### src/rtl/tpw_pkg.sv
// Constants shared by the dual-channel 7-bit PWM block
`default_nettype none
package tpw_pkg;

  // ----------------------------------------------------------------
  // Register indices (byte address is four times the index)
  // ----------------------------------------------------------------
  localparam logic [7:0] TPW_IDX_DUTY0 = 8'h28;
  localparam logic [7:0] TPW_IDX_DUTY1 = 8'h29;
  localparam logic [7:0] TPW_IDX_MODE0 = 8'h2a;
  localparam logic [7:0] TPW_IDX_MODE1 = 8'h2b;
  localparam logic [7:0] TPW_IDX_CTRL = 8'h2c;
  localparam logic [7:0] TPW_IDX_STAT = 8'h2d;
  localparam logic [7:0] TPW_IDX_MASK = 8'h2e;
  localparam int TPW_ADDR_W = 10;

  // ----------------------------------------------------------------
  // Timer mode register fields
  // ----------------------------------------------------------------
  localparam int TPW_MODE_LEVEL = 0;
  localparam int TPW_MODE_EXTIN = 1;
  localparam int TPW_MODE_OP_LO = 2;
  localparam int TPW_MODE_CLK_LO = 4;
  localparam int TPW_MODE_DBE = 7;
  localparam logic [1:0] TPW_OP_PWM = 2'h2;
  localparam logic [7:0] TPW_MODE_RST = 8'h00;

  // ----------------------------------------------------------------
  // Timer control register fields
  // ----------------------------------------------------------------
  localparam int TPW_CTRL_RUN0 = 0;
  localparam int TPW_CTRL_RUN1 = 1;
  localparam int TPW_CTRL_CASCADE = 2;
  localparam int TPW_CTRL_AND = 3;
  localparam logic [3:0] TPW_CTRL_RST = 4'h0;

  // ----------------------------------------------------------------
  // Duty setting register and interrupt registers
  // ----------------------------------------------------------------
  localparam int TPW_DUTY_W = 7;
  localparam int TPW_DUTY_LO = 1;
  localparam int TPW_EXTRA_BIT = 0;
  localparam logic [7:0] TPW_DUTY_RST = 8'hff;
  localparam logic [1:0] TPW_IRQ_RST = 2'h0;

  // ----------------------------------------------------------------
  // Source clock divider: shift per clock select code, 4 bits each
  // ----------------------------------------------------------------
  localparam int TPW_DIV_W = 11;
  localparam logic [31:0] TPW_DIV_SHIFTS = 32'h012468ab;

endpackage : tpw_pkg
`default_nettype wire

### src/rtl/tpw_ch_if.sv
// Bundle between the register front end and one PWM channel
`timescale 1ns/1ps
`default_nettype none
interface tpw_ch_if;
  logic run;
  logic tick;
  logic dbe;
  logic level;
  logic wr;
  logic [7:0] wdata;
  logic [7:0] rdata;
  logic pin;
  logic ovf_irq;

  modport ctl (output run, tick, dbe, level, wr, wdata, input rdata, pin, ovf_irq);
  modport ch (input run, tick, dbe, level, wr, wdata, output rdata, pin, ovf_irq);
endinterface : tpw_ch_if
`default_nettype wire

### src/rtl/tpw_channel.sv
// One PWM channel: 128-count period, duty compare, extra pulse
`timescale 1ns/1ps
`default_nettype none
module tpw_channel #(
  parameter int CNT_W = tpw_pkg::TPW_DUTY_W
) (
  input wire logic pclk,
  input wire logic presetn,
  tpw_ch_if.ch cif
);
  import tpw_pkg::*;

  generate
    if (CNT_W != TPW_DUTY_W) begin : g_chk
      $error("tpw_channel: CNT_W must match the duty field width");
    end
  endgenerate

  logic [CNT_W-1:0] cnt_r;
  logic even_r;
  logic out_r;
  logic irq_r;
  logic [7:0] buf_r;
  logic [7:0] act_r;

  // ----------------------------------------------------------------
  // Compare decode
  // ----------------------------------------------------------------
  wire [CNT_W-1:0] duty = act_r[TPW_DUTY_LO +: CNT_W];
  wire extra = act_r[TPW_EXTRA_BIT] & even_r;
  wire ovf = cif.tick & (cnt_r == {CNT_W{1'b1}});
  wire [CNT_W:0] cnt_inc = {1'b0, cnt_r} + {{CNT_W{1'b0}}, 1'b1};
  wire [CNT_W:0] match_pt = {1'b0, duty} + {{CNT_W{1'b0}}, extra};
  wire hit = cif.tick & ~ovf & (cnt_inc == match_pt);
  wire zero_next = (duty == '0) & ~(act_r[TPW_EXTRA_BIT] & ~even_r);
  wire direct_wr = cif.wr & cif.run & ~cif.dbe;
  wire wr_eq = direct_wr & (cif.wdata[TPW_DUTY_LO +: CNT_W] == cnt_r);

  assign cif.pin = out_r;
  assign cif.rdata = buf_r;
  assign cif.ovf_irq = irq_r;

  // ----------------------------------------------------------------
  // Counter, period parity and output
  // ----------------------------------------------------------------
  always_ff @(posedge pclk or negedge presetn) begin
    if (!presetn) begin
      cnt_r <= '0;
      even_r <= 1'b0;
      out_r <= 1'b0;
      irq_r <= 1'b0;
    end else if (!cif.run) begin
      cnt_r <= '0;
      even_r <= 1'b0;
      out_r <= cif.level;
      irq_r <= 1'b0;
    end else begin
      irq_r <= ovf & even_r;
      if (ovf) begin
        cnt_r <= '0;
        even_r <= ~even_r;
        out_r <= zero_next ? ~cif.level : cif.level;
      end else if (cif.tick) begin
        cnt_r <= cnt_inc[CNT_W-1:0];
        if (hit) begin
          out_r <= ~cif.level;
        end
      end else if (wr_eq) begin
        out_r <= ~cif.level;
      end
    end
  end

  // ----------------------------------------------------------------
  // Duty holding buffer and active compare value
  // ----------------------------------------------------------------
  always_ff @(posedge pclk or negedge presetn) begin
    if (!presetn) begin
      buf_r <= TPW_DUTY_RST;
      act_r <= TPW_DUTY_RST;
    end else begin
      if (cif.wr) begin
        buf_r <= cif.wdata;
      end
      if (cif.wr && (!cif.run || !cif.dbe)) begin
        act_r <= cif.wdata;
      end else if (ovf && even_r && cif.dbe && cif.run) begin
        act_r <= buf_r;
      end
    end
  end
endmodule : tpw_channel
`default_nettype wire

### src/rtl/tpw_prescaler.sv
// Free-running divider giving a one-cycle source clock tick
`timescale 1ns/1ps
`default_nettype none
module tpw_prescaler #(
  parameter int DIV_W = tpw_pkg::TPW_DIV_W
) (
  input wire logic pclk,
  input wire logic presetn,
  input wire logic [2:0] clk_sel,
  output logic tick
);
  import tpw_pkg::*;

  generate
    if (DIV_W < 11) begin : g_chk
      $error("tpw_prescaler: DIV_W must be at least 11");
    end
  endgenerate

  logic [DIV_W-1:0] div_r;
  wire [3:0] shift = TPW_DIV_SHIFTS[{clk_sel, 2'b00} +: 4];
  wire [DIV_W-1:0] div_mask = DIV_W'((1 << shift) - 1);

  assign tick = (div_r & div_mask) == div_mask;

  always_ff @(posedge pclk or negedge presetn) begin
    if (!presetn) begin
      div_r <= '0;
    end else begin
      div_r <= div_r + 1'b1;
    end
  end
endmodule : tpw_prescaler
`default_nettype wire

### src/rtl/tpw_top.sv
// Dual-channel 7-bit PWM with extra pulse, APB register front end
`timescale 1ns/1ps
`default_nettype none
// Behaviour
// Software picks PWM mode, no cascade, internal clock
// Mode register writes ignored while running
// Duty bits 7..1, extra-pulse enable bit 0
// Even duty pulses stretched by one count
// Stopped pin shows initial level
// Counter advances once per source tick
// Duty match reverses pin away from level
// Count 128 overflows, clears, reverses pin back
// Interrupt only on even-numbered overflows
// Stop clears counter, restores initial level
// AND-combine drives both channels onto pin
// Second channel identical with own resources
// Double buffer loads at even overflow, reads buffer
// Unbuffered write acts at once while running
// Stopped write loads buffer and compare
// Edges and interrupt aligned to source tick
// Parity flag cleared on stop
module tpw_top (
  input wire logic pclk,
  input wire logic presetn,
  input wire logic psel,
  input wire logic penable,
  input wire logic pwrite,
  input wire logic [tpw_pkg::TPW_ADDR_W-1:0] paddr,
  input wire logic [31:0] pwdata,
  output logic [31:0] prdata,
  output logic pready,
  output logic pslverr,
  output logic pwm_out_pin_ch0,
  output logic pwm_out_pin_ch1,
  output logic timer_irq
);
  import tpw_pkg::*;

  localparam int NCH = 2;

  // ----------------------------------------------------------------
  // Registers
  // ----------------------------------------------------------------
  logic [7:0] mode_r [NCH];
  logic [3:0] ctrl_r;
  logic [1:0] stat_r;
  logic [1:0] mask_r;
  logic pready_r;
  logic pslverr_r;
  logic [31:0] prdata_r;
  logic irq_r;
  logic pin0_r;
  logic pin1_r;

  // ----------------------------------------------------------------
  // Address decode
  // ----------------------------------------------------------------
  wire aligned = paddr[1:0] == 2'h0;
  wire [7:0] idx = paddr[TPW_ADDR_W-1:2];
  wire sel_duty0 = aligned & (idx == TPW_IDX_DUTY0);
  wire sel_duty1 = aligned & (idx == TPW_IDX_DUTY1);
  wire sel_mode0 = aligned & (idx == TPW_IDX_MODE0);
  wire sel_mode1 = aligned & (idx == TPW_IDX_MODE1);
  wire sel_ctrl = aligned & (idx == TPW_IDX_CTRL);
  wire sel_stat = aligned & (idx == TPW_IDX_STAT);
  wire sel_mask = aligned & (idx == TPW_IDX_MASK);
  wire mapped = sel_duty0 | sel_duty1 | sel_mode0 | sel_mode1 | sel_ctrl | sel_stat | sel_mask;

  // ----------------------------------------------------------------
  // Bus phases
  // ----------------------------------------------------------------
  wire access = psel & penable;
  wire done = access & pready_r;
  wire wr_en = done & pwrite & mapped;
  wire wr_duty0 = wr_en & sel_duty0;
  wire wr_duty1 = wr_en & sel_duty1;
  wire wr_mode0 = wr_en & sel_mode0;
  wire wr_mode1 = wr_en & sel_mode1;
  wire wr_ctrl = wr_en & sel_ctrl;
  wire wr_stat = wr_en & sel_stat;
  wire wr_mask = wr_en & sel_mask;

  // ----------------------------------------------------------------
  // Channel bundles
  // ----------------------------------------------------------------
  tpw_ch_if ch_if [NCH] ();

  wire [NCH-1:0] run_bit = {ctrl_r[TPW_CTRL_RUN1], ctrl_r[TPW_CTRL_RUN0]};
  wire [NCH-1:0] wr_duty = {wr_duty1, wr_duty0};
  wire [NCH-1:0] wr_mode = {wr_mode1, wr_mode0};
  wire cascade_select = ctrl_r[TPW_CTRL_CASCADE];
  wire and_combine = ctrl_r[TPW_CTRL_AND];
  wire [NCH-1:0] pwm_mode;
  wire [NCH-1:0] ch_pin;
  wire [NCH-1:0] ch_irq;
  wire [7:0] ch_rdata [NCH];

  // ----------------------------------------------------------------
  // Per-channel prescaler and PWM engine
  // ----------------------------------------------------------------
  generate
    for (genvar i = 0; i < NCH; i++) begin : g_ch
      wire [2:0] clock_select = mode_r[i][TPW_MODE_CLK_LO +: 3];
      wire [1:0] op_mode_field = mode_r[i][TPW_MODE_OP_LO +: 2];
      wire ext_input_select = mode_r[i][TPW_MODE_EXTIN];
      wire src_tick;

      // Only the PWM setting lets the counter run
      assign pwm_mode[i] = (op_mode_field == TPW_OP_PWM) & ~cascade_select & ~ext_input_select;

      tpw_prescaler u_div (
        .pclk(pclk),
        .presetn(presetn),
        .clk_sel(clock_select),
        .tick(src_tick)
      );

      assign ch_if[i].run = run_bit[i] & pwm_mode[i];
      assign ch_if[i].tick = src_tick;
      assign ch_if[i].dbe = mode_r[i][TPW_MODE_DBE];
      assign ch_if[i].level = mode_r[i][TPW_MODE_LEVEL];
      assign ch_if[i].wr = wr_duty[i];
      assign ch_if[i].wdata = pwdata[7:0];
      assign ch_pin[i] = ch_if[i].pin;
      assign ch_irq[i] = ch_if[i].ovf_irq;
      assign ch_rdata[i] = ch_if[i].rdata;

      tpw_channel u_ch (
        .pclk(pclk),
        .presetn(presetn),
        .cif(ch_if[i])
      );
    end
  endgenerate

  // ----------------------------------------------------------------
  // Read data selection
  // ----------------------------------------------------------------
  wire [31:0] rd_duty0 = {24'h000000, ch_rdata[0]};
  wire [31:0] rd_duty1 = {24'h000000, ch_rdata[1]};
  wire [31:0] rd_mode0 = {24'h000000, mode_r[0]};
  wire [31:0] rd_mode1 = {24'h000000, mode_r[1]};
  wire [31:0] rd_ctrl = {28'h0000000, ctrl_r};
  wire [31:0] rd_stat = {30'h0, stat_r};
  wire [31:0] rd_mask = {30'h0, mask_r};
  wire [31:0] rd_mux = sel_duty0 ? rd_duty0 :
                       sel_duty1 ? rd_duty1 :
                       sel_mode0 ? rd_mode0 :
                       sel_mode1 ? rd_mode1 :
                       sel_ctrl ? rd_ctrl :
                       sel_stat ? rd_stat :
                       sel_mask ? rd_mask : 32'h00000000;

  // ----------------------------------------------------------------
  // Interrupt status next value, set wins over clear
  // ----------------------------------------------------------------
  wire [1:0] stat_clr = wr_stat ? pwdata[1:0] : 2'h0;
  wire [1:0] stat_nxt = (stat_r & ~stat_clr) | ch_irq;

  // ----------------------------------------------------------------
  // Output pin selection
  // ----------------------------------------------------------------
  wire pin0_nxt = and_combine ? (ch_pin[0] & ch_pin[1]) : ch_pin[0];

  // ----------------------------------------------------------------
  // APB handshake: one wait state, answer from registers
  // ----------------------------------------------------------------
  always_ff @(posedge pclk or negedge presetn) begin
    if (!presetn) begin
      pready_r <= 1'b0;
      pslverr_r <= 1'b0;
      prdata_r <= 32'h00000000;
    end else if (access && !pready_r) begin
      pready_r <= 1'b1;
      pslverr_r <= ~mapped;
      prdata_r <= pwrite ? 32'h00000000 : rd_mux;
    end else begin
      pready_r <= 1'b0;
      pslverr_r <= 1'b0;
    end
  end

  // ----------------------------------------------------------------
  // Timer mode registers, frozen while the channel's run bit is set
  // ----------------------------------------------------------------
  always_ff @(posedge pclk or negedge presetn) begin
    if (!presetn) begin
      for (int i = 0; i < NCH; i++) begin
        mode_r[i] <= TPW_MODE_RST;
      end
    end else begin
      for (int i = 0; i < NCH; i++) begin
        if (wr_mode[i] && !run_bit[i]) begin
          mode_r[i] <= pwdata[7:0];
        end
      end
    end
  end

  // ----------------------------------------------------------------
  // Timer control register
  // ----------------------------------------------------------------
  always_ff @(posedge pclk or negedge presetn) begin
    if (!presetn) begin
      ctrl_r <= TPW_CTRL_RST;
    end else if (wr_ctrl) begin
      ctrl_r <= pwdata[3:0];
    end
  end

  // ----------------------------------------------------------------
  // Interrupt status, mask and line
  // ----------------------------------------------------------------
  always_ff @(posedge pclk or negedge presetn) begin
    if (!presetn) begin
      stat_r <= TPW_IRQ_RST;
      mask_r <= TPW_IRQ_RST;
      irq_r <= 1'b0;
    end else begin
      stat_r <= stat_nxt;
      if (wr_mask) begin
        mask_r <= pwdata[1:0];
      end
      irq_r <= |(stat_r & mask_r);
    end
  end

  // ----------------------------------------------------------------
  // Pin output flops
  // ----------------------------------------------------------------
  always_ff @(posedge pclk or negedge presetn) begin
    if (!presetn) begin
      pin0_r <= 1'b0;
      pin1_r <= 1'b0;
    end else begin
      pin0_r <= pin0_nxt;
      pin1_r <= ch_pin[1];
    end
  end

  assign prdata = prdata_r;
  assign pready = pready_r;
  assign pslverr = pslverr_r;
  assign pwm_out_pin_ch0 = pin0_r;
  assign pwm_out_pin_ch1 = pin1_r;
  assign timer_irq = irq_r;

endmodule : tpw_top
`default_nettype wire

### config.mk
export PLATFORM = sky130hd
export DESIGN_NAME = tpw_top
export DESIGN_NICKNAME = d
export VERILOG_FILES = /design/src/rtl/tpw_pkg.sv /design/src/rtl/tpw_ch_if.sv /design/src/rtl/tpw_channel.sv /design/src/rtl/tpw_prescaler.sv /design/src/rtl/tpw_top.sv
export SDC_FILE = /design/constraint.sdc
export NUM_CORES = 1
export LEC_CHECK = 0
export BUFFER_PORTS_ARGS = -buffer_cell sky130_fd_sc_hd__buf_4
export CELL_PAD_IN_SITES_DETAIL_PLACEMENT = 0
export CELL_PAD_IN_SITES_GLOBAL_PLACEMENT = 1
export CORE_UTILIZATION = 43
export CTS_BUF_LIST = sky130_fd_sc_hd__clkbuf_8
export DETAILED_ROUTE_END_ITERATION = 10
export GPL_TIMING_DRIVEN = 0
export PLACE_DENSITY_LB_ADDON = 0.1
export SLEW_MARGIN = 20
export SYNTH_ARGS = -nofsm -noshare
export SYNTH_HDL_FRONTEND = slang
export SYNTH_SLANG_ARGS = --single-unit
### constraint.sdc
create_clock -name pclk -period 3 [get_ports pclk]
set_input_delay 0.6 -clock pclk [delete_from_list [all_inputs] [get_ports pclk]]
set_output_delay 0.6 -clock pclk [all_outputs]
set_load 0.01 [all_outputs]
==> metrics <==
status=finished, final reports clean; CTS tree=built; CTS Hold Bufs=0; layout cells sized above 1=23.9%; I/O pin count=84; top post-synthesis cells by count=79 x dfrtp_1, 52 x nand2_1, 40 x xnor2_1, 38 x mux2_2; setup bufs post-CTS=0; Synth area leaders=dfrtp_1 31%, dfstp_2 13%, mux2_2 6.6%; Final Hold Vio Count=0; FILL cells=1410; CP Cell Sequence=buf_2, nand3_1, ha_1, mux2i_1, o32ai_1, nor4b_4, clkbuf_2, o21ai_0, a22oi_1, nor2_1; Setup TNS Final=0 ps; Top Usage Layer GRT=met2; Die Wd=124 um; Starting Density=44.1%; GPL Wtd Cong=0.870; Initial DRC Count=263; Post-synth top flop=dfrtp_1; placed cell count=875; Final HPWL DP=11000 um; Final min period=2680 ps; drt first pass iters=4; headroom to the max-slew limit=41.9%; leakage power=0.00328 uW; register area share after synthesis=43.8%; final setup fails=0; crit end category=flop; Synth Instances=641; area grow syn2layout=11.4%; path type of the worst setup path=flop to flop; diode count=0; Post-synth EDFFs=0; Post-Syn Area=0.00644 mm2; die area=0.0155 mm2; worst path arrival time=2950 ps; routing usage on met3=4.34%; total power=2610 uW; worst slack, placed=7.08 ps; Rows=44; peak supply drop=311 uV; Reg2Reg Setup Slack=320 ps; RSZ-0062 raised after global routing=false; clock root buffer=clkbuf_8; slowest stage cell, crit path=nor4b_4; DIE HEIGHT=124 um; GRT Util Overall=20.4%; DRT antenna net count=0; mean routed wirelength per cell=16.9 um; gr ovfl total=0; first-pass GRT wire length=24700 um; Skew-Pair Late Insertion Delay=390 ps; Final #Nets=758; Hold Crit Class=input port to async pin; Worst Clk Skew=13.0 ps; Non-Filler Instances=891; Fmax achieved=374 MHz; Slew Limit Fails=0; met1 Usage GRT=27.4%; DRC Markers=0; CTS sink count=111; Longest Clk Path Bufs=2; Synth cell types=71; most common cell in the netlist=dfrtp_1; final worst-path cycle share=89.2%; async set or reset register ratio after synthesis=100%; CTS clk-pin slew, worst paths=110 ps; TritonCTS Buffers=9; Avg Inst Size Synth=10.0 um2; slew at the pin closest to its max-slew limit=872 ps; vias in the first global route=4601; Vias=4711; core footprint=0.0146 mm2; crit-path max FO=10; largest net degree at the start of global routing=112; # Max-Cap Violations=0; FF+latch count, synth=111; share of Yosys cell area claimed by the top area cell type=30.7%; synth warn=0; final wirelength=15100 um; GR Layer Usage met2=33.5%; Max stage delay on crit path=470 ps; Final WS setup=323 ps; H-tree levels=3; PD cells=363 mW/mm2; WP data required=3270 ps; Port Buffers=27; vias per cell=5.29; area leader, netlist=dfrtp_1; final core utilization=49.2%; antenna violations before repair=0; CP Launch Type=flop
## area by class of cell
cell class	instances	area, um2	area share [%]
multi-input combinational	473	3290	45.8
sequential	111	2820	39.3
timing repair buffer	27	209	2.91
clock inverter	6	61.3	0.855
tap	184	230	3.21
buffer	60	358	4.99
clock buffer	10	138	1.92
inverter	20	75.1	1.05
## layout by cell type (no fill, tap or decap), drive strengths merged, types with 8 or more instances in the layout
cell	Yosys	final
a21o	8	8
a21oi	14	14
a22o	9	9
and3	10	10
buf	36	62
clkbuf	23	34
conb	1	24
dfrtp	79	79
dfstp	32	32
ha	9	9
inv	20	22
mux2	38	38
mux2i	15	15
nand2	52	52
nand2b	8	8
nand3	30	30
nand4	13	13
nor2	37	37
nor3	18	18
nor4	9	9
o21ai	29	29
xnor2	40	40
xor2	37	37
## layer usage
layer	share of wire (%)	up-vias
met5	0	-
met4	1.2	0
met3	3.1	12
met2	49	61
met1	47	2301
li1	-	2337
## path summary, 6_finish.rpt
kind                                                      to                                 from  cells after the start
setup / recovery           g_ch[0].u_ch.cnt_r[3]$_DFFE_PN0P_  g_ch[0].clock_select[1]$_DFFE_PN0P_                     10
min in group pclk                        stat_r[1]$_DFF_PN0_   g_ch[1].u_ch.cif.ovf_irq$_DFF_PN0_                      1
setup reg to reg           g_ch[0].u_ch.cnt_r[3]$_DFFE_PN0P_  g_ch[0].clock_select[1]$_DFFE_PN0P_                     10
max in group asynchronous              ctrl_r[1]$_DFFE_PN0P_                              presetn                      1
hold / removal                             pslverr$_DFF_PN0_                              presetn                      1
hold reg to reg                          stat_r[1]$_DFF_PN0_   g_ch[1].u_ch.cif.ovf_irq$_DFF_PN0_                      1
## power breakdown
group	leakage [uW]	internal [uW]	switching, uW
sequential	0.00139	1500	1.91
combinational	0.00178	59.3	113
clock	0.000108	408	523
total	0.00328	1970	638
## state kept, by name, indices dropped and copies added (netlist names), 2 cells and up
signal                 count
ch_if.dbe                  2
ch_if.level                2
ctrl_r                     4
g_ch.clock_select          6
g_ch.ext_input_select      2
g_ch.op_mode_field         4
g_ch.u_ch.act_r           16
g_ch.u_ch.cif.ovf_irq      2
g_ch.u_ch.cif.pin          2
g_ch.u_ch.cif.rdata       16
g_ch.u_ch.cnt_r           14
g_ch.u_ch.even_r           2
g_ch.u_div.div_r          22
mask_r                     2
prdata                     8
stat_r                     2
## critical path: cells and delay by family (launching register included)
family / cells / cell delay (ps)
muxes: 1 / 160
and+or+nand+nor: 3 / 630
buffers and inverters: 2 / 570
adders and majority gates: 1 / 280
DFF: 1 / 440
AOI/OAI and AO/OA: 3 / 480
## repair_timing
item                                    4_1_cts  5_1_grt
pin swaps                                     0        0
resized for setup                             1        2
endpoints found under the setup margin        1        3
hold endpoints to repair                      0        0
## through the flow
step | area, um2 | hold WS, ps
after floorplan | 6530 | 304
after global placement | 6960 | 419
after detailed placement | 6960 | 423
after global routing | 7170 | 379
after CTS | 7170 | 377
final | 7170 | 333
## cell families after synthesis
family / Yosys count / synth area share, %
compound gates: 101 / 10.9
xor+xnor: 77 / 10.5
fa+ha+maj: 10 / 1.90
buf+inv: 80 / 6.70
flops: 111 / 43.8
mux: 53 / 8.98
other cells: 1 / 0.0582
simple gates: 208 / 17.3
(Power assumes the default switching activity.)
